[config.mk]
export PLATFORM = sky130hd
export DESIGN_NAME = cdd_decoder
export DESIGN_NICKNAME = d
export VERILOG_FILES = /design/src/core/cdd_pkg.sv /design/src/core/cdd_decoder.sv
export SDC_FILE = /design/constraint.sdc
export NUM_CORES = 2
export LEC_CHECK = 0
export ABC_AREA = 1
export BUFFER_PORTS_ARGS = -buffer_cell sky130_fd_sc_hd__buf_4
export CAP_MARGIN = 15
export CORE_MARGIN = 2
export CORE_UTILIZATION = 40
export DETAILED_ROUTE_END_ITERATION = 7
export SLEW_MARGIN = 20
export SYNTH_ARGS = -nofsm -noshare
export SYNTH_HDL_FRONTEND = slang
export SYNTH_SLANG_ARGS = --single-unit
[constraint.sdc]
create_clock -name CLK_SYS -period 6.45 [get_ports CLK_SYS]
set_input_delay 0.645 -clock CLK_SYS [delete_from_list [all_inputs] [get_ports CLK_SYS]]
set_output_delay 0.645 -clock CLK_SYS [all_outputs]
set_load 0.005 [all_outputs]
[src/core/cdd_pkg.sv]
package cdd_pkg;

  // Register map of the AHB-Lite slave, byte addresses of aligned words.
  localparam logic [7:0] ADDR_INSTR = 8'h00;
  localparam logic [7:0] ADDR_DATA = 8'h04;
  localparam logic [7:0] ADDR_CFG = 8'h08;
  localparam logic [7:0] ADDR_VIEW = 8'h0C;
  localparam logic [31:0] RDATA_ZERO = 32'h0000_0000;

  // Execution times as printed, and their cycle counts at the system clock.
  localparam int unsigned CLK_PERIOD_NS = 10;
  localparam int unsigned INSTR_TIME_NS = 37000;
  localparam int unsigned LONG_TIME_NS = 1520000;
  localparam int unsigned INSTR_CYCLES = INSTR_TIME_NS / CLK_PERIOD_NS;
  localparam int unsigned LONG_CYCLES = LONG_TIME_NS / CLK_PERIOD_NS;
  localparam int unsigned BUSY_W = 20;

  // Opcode class bits: the highest set bit of the instruction byte picks the class.
  localparam int unsigned OPB_TEXT_ADDR = 7;
  localparam int unsigned OPB_GLYPH_ADDR = 6;
  localparam int unsigned OPB_FUNC = 5;
  localparam int unsigned OPB_SHIFT = 4;
  localparam int unsigned OPB_DISP = 3;
  localparam int unsigned OPB_ENTRY = 2;
  localparam int unsigned OPB_HOME = 1;
  localparam int unsigned OPB_CLEAR = 0;

  // Operand field positions inside the instruction byte.
  localparam int unsigned FUNC_DL = 4;
  localparam int unsigned FUNC_N = 3;
  localparam int unsigned FUNC_RE = 2;
  localparam int unsigned FUNC_BE = 1;
  localparam int unsigned FUNC_LP = 0;
  localparam int unsigned SHIFT_SC = 3;
  localparam int unsigned SHIFT_RL = 2;
  localparam int unsigned DISP_HI = 2;
  localparam int unsigned DISP_MID = 1;
  localparam int unsigned DISP_LO = 0;
  localparam int unsigned ENTRY_ID = 1;
  localparam int unsigned ENTRY_S = 0;

  // Scroll quantity decoding.
  localparam logic [5:0] SCROLL_MAX_DOTS = 6'h30;
  localparam logic [1:0] SCROLL_SAT_BITS = 2'b11;

  // Reset values and fill pattern.
  localparam logic RST_ENTRY_INC = 1'b1;
  localparam logic RST_BUS_WIDTH = 1'b1;
  localparam logic [7:0] BLANK_CHAR = 8'h20;
  localparam logic [6:0] AC_ZERO = 7'h00;
  localparam logic [6:0] TEXT_LAST = 7'h7F;

  // Memory depths.
  localparam int unsigned TEXT_DEPTH = 128;
  localparam int unsigned GLYPH_DEPTH = 64;
  localparam int unsigned ICON_DEPTH = 16;

  // Characters per line: panel alone, and with an extension driver (text buffer share).
  localparam logic [6:0] CPL_5DOT_WIDE = 7'h18;
  localparam logic [6:0] CPL_5DOT_FOUR = 7'h0C;
  localparam logic [6:0] CPL_6DOT_WIDE = 7'h14;
  localparam logic [6:0] CPL_6DOT_FOUR = 7'h0A;
  localparam logic [6:0] CPL_EXT_ONE = 7'h50;
  localparam logic [6:0] CPL_EXT_TWO = 7'h28;
  localparam logic [6:0] CPL_EXT_FOUR = 7'h14;
  localparam logic [5:0] FONT_5DOT = 6'h05;
  localparam logic [5:0] FONT_6DOT = 6'h06;

  typedef enum logic [1:0] {CDD_RAM_TEXT, CDD_RAM_GLYPH, CDD_RAM_ICON} cdd_ram_e;

endpackage : cdd_pkg

[src/core/cdd_decoder.sv]
// Functional notes
// - Scroll dot count is written only while the extension bank is selected.
// - Scrolling lines shift left by the dot count, 1 to 48 dots.
// - Count 0 means no shift; 1..47 as is; both top bits set gives 48.
// - With expander and scrolling, characters per line drop by scroll in characters.
// - Low power mode suppresses whole display shift and horizontal scroll.
// - Busy status read returns busy flag and address counter together.
// - One address counter serves all three RAMs, set by latest instruction.
// - Data write stores a byte in selected RAM, then steps counter.
// - Data write shifts the display in entry direction when entry shift on.
// - Data read returns a byte from selected RAM; first read unset is invalid.
// - Data read steps the counter but never shifts the display.
// - Cursor shift reloads the counter like a text buffer address set.
// - Opcode 01 clears display and zeroes counter in either bank, long time.
// - Opcode 1x zeroes counter and unshifts display, text kept, long time.
// - Opcode 1xyz sets display controls in bank 0, font options in bank 1.
// - Bank 0 shift opcode moves cursor or shifts display, text kept.
// - Bank 1 shift opcode loads the four-bit line scroll mask.
// - Function set writes width, lines, bank; bank 1 adds blink, low power.
// - Bank 0 sets six-bit glyph address; bank 1 sets four-bit icon address.
// - In bank 0 the bank-one-only fields keep their stored values.
// - Shift bits choose cursor left/right or whole display left/right.
`timescale 1ns/1ns
`default_nettype none

module cdd_decoder #(
  parameter int unsigned LONG_CYCLES = cdd_pkg::LONG_CYCLES
) (
  input wire logic CLK_SYS, // System clock, 100 MHz.
  input wire logic RESETN, // Asynchronous reset, active low.
  input wire logic HSEL, // Slave select.
  input wire logic [31:0] HADDR, // Byte address.
  input wire logic [1:0] HTRANS, // Transfer type.
  input wire logic HWRITE, // Write when high.
  input wire logic [2:0] HSIZE, // Transfer size, word only.
  input wire logic [31:0] HWDATA, // Write data.
  input wire logic HREADY, // Bus ready in.
  output logic HREADYOUT, // Always ready, no wait states.
  output logic HRESP, // Always OKAY.
  output logic [31:0] HRDATA, // Read data.
  input wire logic EXPANDER_PRESENT, // Extension driver strap pin.
  output logic BUSY_FLAG, // Instruction in execution.
  output logic DISPLAY_ON, // Display enable.
  output logic CURSOR_ON, // Cursor enable.
  output logic BLINK_ON, // Cursor character blink.
  output logic SIX_DOT_WIDTH, // Six dot font width.
  output logic INVERT_CURSOR, // Inverting cursor.
  output logic FOUR_LINE_MODE, // Four line display.
  output logic TWO_LINE_MODE, // Two line display.
  output logic USER_GLYPH_BLINK, // User glyph and icon blink.
  output logic LOW_POWER_ACTIVE, // Low power in effect.
  output logic [3:0] LINE_SCROLL_MASK, // Lines taking part in scroll.
  output logic [5:0] SCROLL_SHIFT_DOTS, // Effective left scroll in dots.
  output logic [6:0] DISPLAY_SHIFT // Whole display shift, left positive.
);

  // Bus-side state.
  logic wr_pend_ff;
  logic [7:0] wr_addr_ff;
  logic [31:0] hrdata_ff;
  // Instruction state.
  logic [cdd_pkg::BUSY_W-1:0] busy_cnt_ff;
  logic [6:0] ac_ff;
  cdd_pkg::cdd_ram_e ram_sel_ff;
  logic [6:0] shift_ff;
  logic entry_inc_ff;
  logic entry_shift_ff;
  logic disp_on_ff;
  logic cursor_on_ff;
  logic blink_on_ff;
  logic six_dot_ff;
  logic invert_ff;
  logic four_line_ff;
  logic two_line_ff;
  logic bus_width_ff;
  logic ext_bank_ff;
  logic glyph_blink_ff;
  logic low_power_ff;
  logic [3:0] scroll_mask_ff;
  logic [5:0] scroll_cnt_ff;
  logic exp_meta_ff;
  logic exp_sync_ff;
  logic clear_run_ff;
  logic [6:0] clear_idx_ff;
  logic refresh_ff;
  logic [7:0] read_latch_ff;
  logic lp_out_ff;
  logic [5:0] dots_out_ff;
  // Memories.
  logic [7:0] text_mem [cdd_pkg::TEXT_DEPTH];
  logic [7:0] glyph_mem [cdd_pkg::GLYPH_DEPTH];
  logic [7:0] icon_mem [cdd_pkg::ICON_DEPTH];
  // Combinational terms.
  logic busy;
  logic ap_valid;
  logic instr_go;
  logic data_wr_go;
  logic data_rd_go;
  logic lp_active;
  logic [7:0] op;
  logic [7:0] ram_q;
  logic [5:0] dots_decoded;
  logic [5:0] dots_eff;
  logic [6:0] cpl_base;
  logic [5:0] cpl_cut;
  logic [6:0] cpl_eff;
  logic dec_text_addr;
  logic dec_scroll;
  logic dec_glyph_addr;
  logic dec_icon_addr;
  logic dec_func;
  logic dec_shift;
  logic dec_mask;
  logic dec_disp;
  logic dec_ext;
  logic dec_entry;
  logic dec_home;
  logic dec_clear;

  // Steps the counter and wraps it inside the selected RAM's address space.
  function automatic logic [6:0] ac_step(input logic [6:0] ac, input logic up,
                                         input cdd_pkg::cdd_ram_e sel);
    logic [6:0] nxt;
    nxt = up ? 7'(ac + 7'h01) : 7'(ac - 7'h01);
    case (sel)
      cdd_pkg::CDD_RAM_GLYPH: nxt = {1'b0, nxt[5:0]};
      cdd_pkg::CDD_RAM_ICON: nxt = {3'b000, nxt[3:0]};
      default: nxt = nxt;
    endcase
    return nxt;
  endfunction : ac_step

  // The slave never stretches a transfer and never signals an error.
  assign HREADYOUT = 1'b1;
  assign HRESP = 1'b0;
  assign HRDATA = hrdata_ff;
  assign ap_valid = HSEL & HREADY & HTRANS[1];
  assign op = HWDATA[7:0];
  assign busy = (busy_cnt_ff != '0);

  // Commands run from the data phase of a write; anything arriving while busy is dropped.
  assign instr_go = wr_pend_ff & (wr_addr_ff == cdd_pkg::ADDR_INSTR) & ~busy;
  assign data_wr_go = wr_pend_ff & (wr_addr_ff == cdd_pkg::ADDR_DATA) & ~busy;
  // A read in the same cycle as an executing write is not executed and never retried, so one step per cycle.
  assign data_rd_go = ap_valid & ~HWRITE & (HADDR[7:0] == cdd_pkg::ADDR_DATA) & ~busy
                      & ~instr_go & ~data_wr_go;

  // Low power only bites without an extension driver.
  assign lp_active = low_power_ff & ~exp_sync_ff;

  // The strap crosses in from a pin, so it passes two flops first.
  always_ff @(posedge CLK_SYS or negedge RESETN) begin
    if (!RESETN) begin
      exp_meta_ff <= 1'b0;
      exp_sync_ff <= 1'b0;
    end else begin
      exp_meta_ff <= EXPANDER_PRESENT;
      exp_sync_ff <= exp_meta_ff;
    end
  end

  // Address phase capture; only writes need a data phase of their own here.
  always_ff @(posedge CLK_SYS or negedge RESETN) begin
    if (!RESETN) begin
      wr_pend_ff <= 1'b0;
      wr_addr_ff <= 8'h00;
    end else begin
      wr_pend_ff <= ap_valid & HWRITE;
      wr_addr_ff <= HADDR[7:0];
    end
  end

  // Read data is chosen in the address phase and stands through the data phase.
  // Busy includes a write in its data phase so that a poll right behind it sees one.
  always_ff @(posedge CLK_SYS or negedge RESETN) begin
    if (!RESETN) begin
      hrdata_ff <= cdd_pkg::RDATA_ZERO;
    end else if (ap_valid && !HWRITE) begin
      case (HADDR[7:0])
        cdd_pkg::ADDR_INSTR: hrdata_ff <= {24'h00_0000, busy | instr_go | data_wr_go,
                                           ac_ff};
        cdd_pkg::ADDR_DATA: hrdata_ff <= {24'h00_0000, read_latch_ff};
        cdd_pkg::ADDR_CFG: hrdata_ff <= {8'h00, scroll_cnt_ff, scroll_mask_ff,
                                         low_power_ff, glyph_blink_ff, ext_bank_ff,
                                         bus_width_ff, two_line_ff, four_line_ff,
                                         invert_ff, six_dot_ff, blink_on_ff,
                                         cursor_on_ff, disp_on_ff, entry_shift_ff,
                                         entry_inc_ff, ram_sel_ff == cdd_pkg::CDD_RAM_ICON};
        cdd_pkg::ADDR_VIEW: hrdata_ff <= {11'h000, cpl_eff, dots_eff, shift_ff, lp_active};
        default: hrdata_ff <= cdd_pkg::RDATA_ZERO;
      endcase
    end
  end

  // Instruction decode: the highest set bit names the class, the bank picks the meaning.
  always_comb begin
    dec_text_addr = 1'b0;
    dec_scroll = 1'b0;
    dec_glyph_addr = 1'b0;
    dec_icon_addr = 1'b0;
    dec_func = 1'b0;
    dec_shift = 1'b0;
    dec_mask = 1'b0;
    dec_disp = 1'b0;
    dec_ext = 1'b0;
    dec_entry = 1'b0;
    dec_home = 1'b0;
    dec_clear = 1'b0;
    if (instr_go) begin
      if (op[cdd_pkg::OPB_TEXT_ADDR]) begin
        dec_scroll = ext_bank_ff;
        dec_text_addr = ~ext_bank_ff;
      end else if (op[cdd_pkg::OPB_GLYPH_ADDR]) begin
        dec_icon_addr = ext_bank_ff;
        dec_glyph_addr = ~ext_bank_ff;
      end else if (op[cdd_pkg::OPB_FUNC]) begin
        dec_func = 1'b1;
      end else if (op[cdd_pkg::OPB_SHIFT]) begin
        dec_mask = ext_bank_ff;
        dec_shift = ~ext_bank_ff;
      end else if (op[cdd_pkg::OPB_DISP]) begin
        dec_ext = ext_bank_ff;
        dec_disp = ~ext_bank_ff;
      end else if (op[cdd_pkg::OPB_ENTRY]) begin
        dec_entry = 1'b1;
      end else if (op[cdd_pkg::OPB_HOME]) begin
        dec_home = 1'b1;
      end else if (op[cdd_pkg::OPB_CLEAR]) begin
        dec_clear = 1'b1;
      end
    end
  end

  // Busy counter: loaded at acceptance, longer for home and clear, stretched in low power
  // because the core clock is divided then (four in one-line mode, two otherwise).
  always_ff @(posedge CLK_SYS or negedge RESETN) begin
    if (!RESETN) begin
      busy_cnt_ff <= '0;
    end else if (instr_go || data_wr_go || data_rd_go) begin
      if (lp_active && !two_line_ff && !four_line_ff) begin
        busy_cnt_ff <= (dec_home || dec_clear) ? cdd_pkg::BUSY_W'(LONG_CYCLES * 4)
                       : cdd_pkg::BUSY_W'(cdd_pkg::INSTR_CYCLES * 4);
      end else if (lp_active) begin
        busy_cnt_ff <= (dec_home || dec_clear) ? cdd_pkg::BUSY_W'(LONG_CYCLES * 2)
                       : cdd_pkg::BUSY_W'(cdd_pkg::INSTR_CYCLES * 2);
      end else begin
        busy_cnt_ff <= (dec_home || dec_clear) ? cdd_pkg::BUSY_W'(LONG_CYCLES)
                       : cdd_pkg::BUSY_W'(cdd_pkg::INSTR_CYCLES);
      end
    end else if (busy) begin
      busy_cnt_ff <= busy_cnt_ff - cdd_pkg::BUSY_W'(1);
    end
  end

  // The single address counter shared by all three RAMs.
  always_ff @(posedge CLK_SYS or negedge RESETN) begin
    if (!RESETN) begin
      ac_ff <= cdd_pkg::AC_ZERO;
    end else if (dec_clear || dec_home) begin
      ac_ff <= cdd_pkg::AC_ZERO;
    end else if (dec_text_addr) begin
      ac_ff <= op[6:0];
    end else if (dec_glyph_addr) begin
      ac_ff <= {1'b0, op[5:0]};
    end else if (dec_icon_addr) begin
      ac_ff <= {3'b000, op[3:0]};
    end else if (dec_shift && !op[cdd_pkg::SHIFT_SC]) begin
      ac_ff <= ac_step(ac_ff, op[cdd_pkg::SHIFT_RL], cdd_pkg::CDD_RAM_TEXT);
    end else if (data_wr_go || data_rd_go) begin
      ac_ff <= ac_step(ac_ff, entry_inc_ff, ram_sel_ff);
    end
  end

  // Which RAM data accesses reach; a cursor shift counts as a text buffer address set.
  always_ff @(posedge CLK_SYS or negedge RESETN) begin
    if (!RESETN) begin
      ram_sel_ff <= cdd_pkg::CDD_RAM_TEXT;
    end else if (dec_clear || dec_home || dec_text_addr || (dec_shift && !op[cdd_pkg::SHIFT_SC])) begin
      ram_sel_ff <= cdd_pkg::CDD_RAM_TEXT;
    end else if (dec_glyph_addr) begin
      ram_sel_ff <= cdd_pkg::CDD_RAM_GLYPH;
    end else if (dec_icon_addr) begin
      ram_sel_ff <= cdd_pkg::CDD_RAM_ICON;
    end
  end

  // Whole display shift offset; the cursor rides along because the counter is untouched.
  always_ff @(posedge CLK_SYS or negedge RESETN) begin
    if (!RESETN) begin
      shift_ff <= 7'h00;
    end else if (dec_clear || dec_home) begin
      shift_ff <= 7'h00;
    end else if (dec_shift && op[cdd_pkg::SHIFT_SC] && !lp_active) begin
      shift_ff <= op[cdd_pkg::SHIFT_RL] ? 7'(shift_ff - 7'h01) : 7'(shift_ff + 7'h01);
    end else if (data_wr_go && entry_shift_ff && !lp_active) begin
      shift_ff <= entry_inc_ff ? 7'(shift_ff + 7'h01) : 7'(shift_ff - 7'h01);
    end
  end

  // Entry mode; clear also restores increment as the home direction.
  always_ff @(posedge CLK_SYS or negedge RESETN) begin
    if (!RESETN) begin
      entry_inc_ff <= cdd_pkg::RST_ENTRY_INC;
      entry_shift_ff <= 1'b0;
    end else if (dec_entry) begin
      entry_inc_ff <= op[cdd_pkg::ENTRY_ID];
      entry_shift_ff <= op[cdd_pkg::ENTRY_S];
    end else if (dec_clear) begin
      entry_inc_ff <= cdd_pkg::RST_ENTRY_INC;
    end
  end

  // Display controls and the bank-one font options; each only moves on its own opcode.
  always_ff @(posedge CLK_SYS or negedge RESETN) begin
    if (!RESETN) begin
      disp_on_ff <= 1'b0;
      cursor_on_ff <= 1'b0;
      blink_on_ff <= 1'b0;
      six_dot_ff <= 1'b0;
      invert_ff <= 1'b0;
      four_line_ff <= 1'b0;
    end else if (dec_disp) begin
      disp_on_ff <= op[cdd_pkg::DISP_HI];
      cursor_on_ff <= op[cdd_pkg::DISP_MID];
      blink_on_ff <= op[cdd_pkg::DISP_LO];
    end else if (dec_ext) begin
      six_dot_ff <= op[cdd_pkg::DISP_HI];
      invert_ff <= op[cdd_pkg::DISP_MID];
      four_line_ff <= op[cdd_pkg::DISP_LO];
    end
  end

  // Function set: width, lines and bank always; blink and low power only from bank 1.
  always_ff @(posedge CLK_SYS or negedge RESETN) begin
    if (!RESETN) begin
      bus_width_ff <= cdd_pkg::RST_BUS_WIDTH;
      two_line_ff <= 1'b0;
      ext_bank_ff <= 1'b0;
      glyph_blink_ff <= 1'b0;
      low_power_ff <= 1'b0;
    end else if (dec_func) begin
      bus_width_ff <= op[cdd_pkg::FUNC_DL];
      two_line_ff <= op[cdd_pkg::FUNC_N];
      ext_bank_ff <= op[cdd_pkg::FUNC_RE];
      if (ext_bank_ff) begin
        glyph_blink_ff <= op[cdd_pkg::FUNC_BE];
        low_power_ff <= op[cdd_pkg::FUNC_LP];
      end
    end
  end

  // Scroll mask and dot count, both written only from bank 1.
  always_ff @(posedge CLK_SYS or negedge RESETN) begin
    if (!RESETN) begin
      scroll_mask_ff <= 4'h0;
      scroll_cnt_ff <= 6'h00;
    end else if (dec_mask) begin
      scroll_mask_ff <= op[3:0];
    end else if (dec_scroll) begin
      scroll_cnt_ff <= op[5:0];
    end
  end

  // Dot count decode; anything with both top bits set saturates at the maximum.
  assign dots_decoded = (scroll_cnt_ff[5:4] == cdd_pkg::SCROLL_SAT_BITS)
                        ? cdd_pkg::SCROLL_MAX_DOTS : scroll_cnt_ff;
  assign dots_eff = lp_active ? 6'h00 : dots_decoded;

  // Characters per line; with an expander the scroll eats whole characters of the line.
  always_comb begin
    if (exp_sync_ff) begin
      cpl_base = four_line_ff ? cdd_pkg::CPL_EXT_FOUR
                 : (two_line_ff ? cdd_pkg::CPL_EXT_TWO : cdd_pkg::CPL_EXT_ONE);
      cpl_cut = (scroll_mask_ff != 4'h0)
                ? 6'(dots_eff / (six_dot_ff ? cdd_pkg::FONT_6DOT : cdd_pkg::FONT_5DOT))
                : 6'h00;
    end else begin
      cpl_base = six_dot_ff ? (four_line_ff ? cdd_pkg::CPL_6DOT_FOUR : cdd_pkg::CPL_6DOT_WIDE)
                 : (four_line_ff ? cdd_pkg::CPL_5DOT_FOUR : cdd_pkg::CPL_5DOT_WIDE);
      cpl_cut = 6'h00;
    end
    cpl_eff = (cpl_base > {1'b0, cpl_cut}) ? 7'(cpl_base - {1'b0, cpl_cut}) : 7'h00;
  end

  // Clear walks the whole text buffer with blanks while busy covers it.
  always_ff @(posedge CLK_SYS or negedge RESETN) begin
    if (!RESETN) begin
      clear_run_ff <= 1'b0;
      clear_idx_ff <= cdd_pkg::AC_ZERO;
    end else if (dec_clear) begin
      clear_run_ff <= 1'b1;
      clear_idx_ff <= cdd_pkg::AC_ZERO;
    end else if (clear_run_ff) begin
      clear_run_ff <= (clear_idx_ff != cdd_pkg::TEXT_LAST);
      clear_idx_ff <= 7'(clear_idx_ff + 7'h01);
    end
  end

  // Memory writes; the arrays carry no reset, as real RAM would.
  always_ff @(posedge CLK_SYS) begin
    if (clear_run_ff) begin
      text_mem[clear_idx_ff] <= cdd_pkg::BLANK_CHAR;
    end else if (data_wr_go && ram_sel_ff == cdd_pkg::CDD_RAM_TEXT) begin
      text_mem[ac_ff] <= op;
    end
  end

  always_ff @(posedge CLK_SYS) begin
    if (data_wr_go && ram_sel_ff == cdd_pkg::CDD_RAM_GLYPH) begin
      glyph_mem[ac_ff[5:0]] <= op;
    end
  end

  always_ff @(posedge CLK_SYS) begin
    if (data_wr_go && ram_sel_ff == cdd_pkg::CDD_RAM_ICON) begin
      icon_mem[ac_ff[3:0]] <= op;
    end
  end

  // RAM output at the counter, selected by the last address set.
  always_comb begin
    case (ram_sel_ff)
      cdd_pkg::CDD_RAM_GLYPH: ram_q = glyph_mem[ac_ff[5:0]];
      cdd_pkg::CDD_RAM_ICON: ram_q = icon_mem[ac_ff[3:0]];
      default: ram_q = text_mem[ac_ff];
    endcase
  end

  // The read latch prefetches after address sets, cursor moves and reads, but not after
  // writes, so a read straight after a write returns stale data until the host re-aims.
  always_ff @(posedge CLK_SYS or negedge RESETN) begin
    if (!RESETN) begin
      refresh_ff <= 1'b0;
    end else begin
      refresh_ff <= dec_text_addr | dec_glyph_addr | dec_icon_addr | dec_home | dec_clear
                    | (dec_shift & ~op[cdd_pkg::SHIFT_SC]) | data_rd_go;
    end
  end

  always_ff @(posedge CLK_SYS or negedge RESETN) begin
    if (!RESETN) begin
      read_latch_ff <= 8'h00;
    end else if (refresh_ff) begin
      read_latch_ff <= ram_q;
    end
  end

  // Registered copies of derived levels for the display side.
  always_ff @(posedge CLK_SYS or negedge RESETN) begin
    if (!RESETN) begin
      lp_out_ff <= 1'b0;
      dots_out_ff <= 6'h00;
    end else begin
      lp_out_ff <= lp_active;
      dots_out_ff <= dots_eff;
    end
  end

  // Output drive.
  assign BUSY_FLAG = busy;
  assign DISPLAY_ON = disp_on_ff;
  assign CURSOR_ON = cursor_on_ff;
  assign BLINK_ON = blink_on_ff;
  assign SIX_DOT_WIDTH = six_dot_ff;
  assign INVERT_CURSOR = invert_ff;
  assign FOUR_LINE_MODE = four_line_ff;
  assign TWO_LINE_MODE = two_line_ff;
  assign USER_GLYPH_BLINK = glyph_blink_ff;
  assign LOW_POWER_ACTIVE = lp_out_ff;
  assign LINE_SCROLL_MASK = scroll_mask_ff;
  assign SCROLL_SHIFT_DOTS = dots_out_ff;
  assign DISPLAY_SHIFT = shift_ff;

endmodule : cdd_decoder

`default_nettype wire

==> results.cfg <==
[floorplanning]
rows = 152
chip_height_um = 419
floorplan.initialDensity_pct = 40.2
core-area_um2 = 171000
die-area_um2 = 176000
die-width_um = 419
io-pin-count = 136

[clock_network]
clock_sinks = 1782
tritoncts_clock_tree = yes
cts_max_level = 4
worst_skew_pair.late_latency_ps = 840
postCtsSetupRepairBufs = 0
clkTransAtPathRegs_ps = 70
number_of_buffers_added_by_the_clock_tree_synthesis_step = 178
cts-root-to-sink-buffers = 3
cell_at_the_root_of_the_clock_tree = sky130_fd_sc_hd__clkbuf_16

[sta]
worst_clock_skew_ps = 44.5
totalNegativeSetupSlack_ps = 0
max_freq_mhz = 177
ratio_of_final_minimum_period_to_clock_period_pct = 87.6
timing.slew.headroom_pct = 25.8
unrepaired_setup_endpoints_after_global_routing = no
tightest_slew_ps = 1100
finalMaxSlewViolations = 0
final_critical_path_setup_slack_ps = 802
final_number_of_hold_violating_endpoints = 0
period_needed_ps = 5650
setup_viol = 0
holdWs_ps = 107

[synthesis]
yosysWarnings = 0
async_reset_ff_share_pct = 6.62
synth_flop_cell = sky130_fd_sc_hd__edfxtp_1
syn_avg_cell_area_um2 = 14.4
yosysMostFrequentCell = sky130_fd_sc_hd__edfxtp_1
synth.ff_latch_count = 1782
synth.yosys.seq_area_share_pct = 76.8
number_of_synthesized_flops_with_an_enable_pin = 1664
synthCells = 4795
synth.distinct_cells = 57
synth_cell_count_leaders = sky130_fd_sc_hd__edfxtp_1, sky130_fd_sc_hd__nand2_1, sky130_fd_sc_hd__nor2_1
post_synth_instance_area_um2 = 68900
synthTopCellsByArea = sky130_fd_sc_hd__edfxtp_1, sky130_fd_sc_hd__nand2_1, sky130_fd_sc_hd__dfrtp_1
netlist.area_leader.share_pct = 72.5
yosysTopAreaCell = sky130_fd_sc_hd__edfxtp_1

[cells_and_area]
drive_above_1_share_pct = 10.3
multi_input_area_um2 = 14500
fin_nets = 5062
nFillCells = 14900
layout-area-overhead-vs-synth_pct = 14.2
final_core_utilization_pct = 45.9
register_area_um2 = 52900

[routing]
number_of_optimization_iterations_in_the_first_detailed_route_pass = 6
routed_wire_length_per_instance_um = 25.9
route.vias.total = 42300
first_iter_violations = 5153
detail_route.drc_violations = 0
totalWireLength_mm = 192
vias_per_cell = 5.71
remaining_antenna_violation_count_after_routing = 0

[worst_setup_path]
cp.required_ps = 7170
r2r.worst_path.cells = 43
crit_path_top_delay_cell = sky130_fd_sc_hd__dfrtp_1
timing.critical_path.fanout_max = 14
reg2reg_from = exp_sync_ff
timing.critical_path.slowest_cell_delay_ps = 400
setup_crit_start_kind = register
register_to_register_setup_slack_ps = 800
path_common_cell = sky130_fd_sc_hd__nand2_1
crit-reg2reg-capture = HRDATA[17]
worstSetupEndpointType = register
cp_data_arrival_time_ps = 6370
timing.setup.critical_path_class = register to register

[global_routing]
grt.overflow.total = 0
grt_util_all_layers_pct = 21.6
antenna_found_initial = 4
grt_first_pass_wirelength_mm = 279
grt_pass1_vias = 40300
largest_net_degree_at_the_start_of_global_routing = 129

[place]
dp_hpwl_mm = 116
io_buffer_count = 73
place_worst_setup_slack_ps = 618
finalWeightedCongestion = 0.895

[power]
power_per_cell_area_nw_per_um2 = 312
leakage_nw = 26.3
vdd_drop_max_v = 0.000224

[hold_path]
worst_hold_startpoint = HREADY
holdPathStages = 3
min-delay-path-class = input port to register
min_to = wr_pend_ff

[job]
max_cap_violations = 0

[run_status]
outcome = finished, final reports clean
-- logic make-up after synthesis --
family	Yosys count	share of synthesized area, %
flip-flops	1782	76.8
AND/OR/NAND/NOR	1639	10.2
AO/OA/AOI/OAI	870	9.54
buffers and inverters	438	2.46
adder cells (fa/ha/maj)	32	0.581
XOR/XNOR	31	0.394
other	2	0.0109
multiplexers	1	0.0145
-- stage by stage --
stage	instance area, µm²	total power, mW	std cells
2_1_floorplan	68900	13.8	4803
3_3_place_gp	72800	14.5	7073
3_5_place_dp	72800	14.5	7074
4_1_cts	78600	24.7	7411
5_1_grt	78700	25.2	7412
6_report	78700	24.5	7412
-- critical path: cells and delay by family, from the launching register on --
family	cells	cell delay [ps]
adders and majority gates	5	1300
AOI/OAI and AO/OA	3	300
buffers and inverters	7	500
and+or+nand+nor	28	3040
DFF	1	400
-- timing repair --
| action | in CTS | in global routing |
|---|---|---|
| hold endpoints to repair | 76 | 0 |
| hold buffers | 11 | 0 |
| gates resized for setup | 0 | 3 |
| setup endpoints to repair | 0 | 6 |
-- cells in the final DEF, fill, tap and decap left out, types with 50 or more instances in the layout --
cell,n
sky130_fd_sc_hd__a22oi_1,220
sky130_fd_sc_hd__inv_1,171
sky130_fd_sc_hd__a221oi_1,204
sky130_fd_sc_hd__clkinv_1,53
sky130_fd_sc_hd__nor2_1,276
sky130_fd_sc_hd__edfxtp_1,1664
sky130_fd_sc_hd__o21ai_0,107
sky130_fd_sc_hd__buf_4,187
sky130_fd_sc_hd__a21oi_1,70
sky130_fd_sc_hd__nand4_1,195
sky130_fd_sc_hd__dfrtp_1,116
sky130_fd_sc_hd__nand2_1,952
sky130_fd_sc_hd__nor3_1,50
sky130_fd_sc_hd__a22o_1,155
sky130_fd_sc_hd__nand3_1,95
sky130_fd_sc_hd__clkbuf_16,181
-- routing by layer --
layer | wire [µm] | track usage (%) | share of wire (%)
met4 | 6310 | 7.41 | 3.3
met3 | 15500 | 4.14 | 8.1
met5 | 0 | 0 | 0
met2 | 88200 | 33.4 | 46
met1 | 81700 | 30.7 | 43
-- worst max path at each step --
stage                           endpoint  cells after the start  slack, ps            from
after floorplan           text_mem[0][0]                     15        590  busy_cnt_ff[4]
after global placement        HRDATA[17]                     42        640     exp_sync_ff
after detailed placement      HRDATA[19]                     42        620     exp_sync_ff
after CTS                     HRDATA[19]                     42        600     exp_sync_ff
after global routing          HRDATA[17]                     43         80     exp_sync_ff
final                         HRDATA[17]                     43        800     exp_sync_ff
-- registers in the layout, indices dropped and copies added (netlist names), 2 cells and up --
register,count
HRDATA,24
icon_mem,128
ac_ff,7
text_mem,1024
DISPLAY_SHIFT,7
clear_idx_ff,7
scroll_cnt_ff,6
wr_addr_ff,8
SCROLL_SHIFT_DOTS,6
glyph_mem,512
busy_cnt_ff,20
ram_sel_ff,2
LINE_SCROLL_MASK,4
read_latch_ff,8
-- report_power, final --
part / switching, mW / internal [mW]
registers: 0.0718 / 12.7
clock network: 4.43 / 5.77
logic: 1.19 / 0.355
total: 5.69 / 18.8
-- cell type report --
type                    count  share of cell area (%)
diodes                      1                 0.00318
multi-input cells        2583                    18.4
flip-flops and latches   1782                    67.3
clock buffers             220                    5.94
clock inverters           106                    1.33
repair buffers            217                    2.42
inverters                 193                   0.940
well taps                2310                    3.67
No activity file was read; power rests on OpenSTA's default activity.
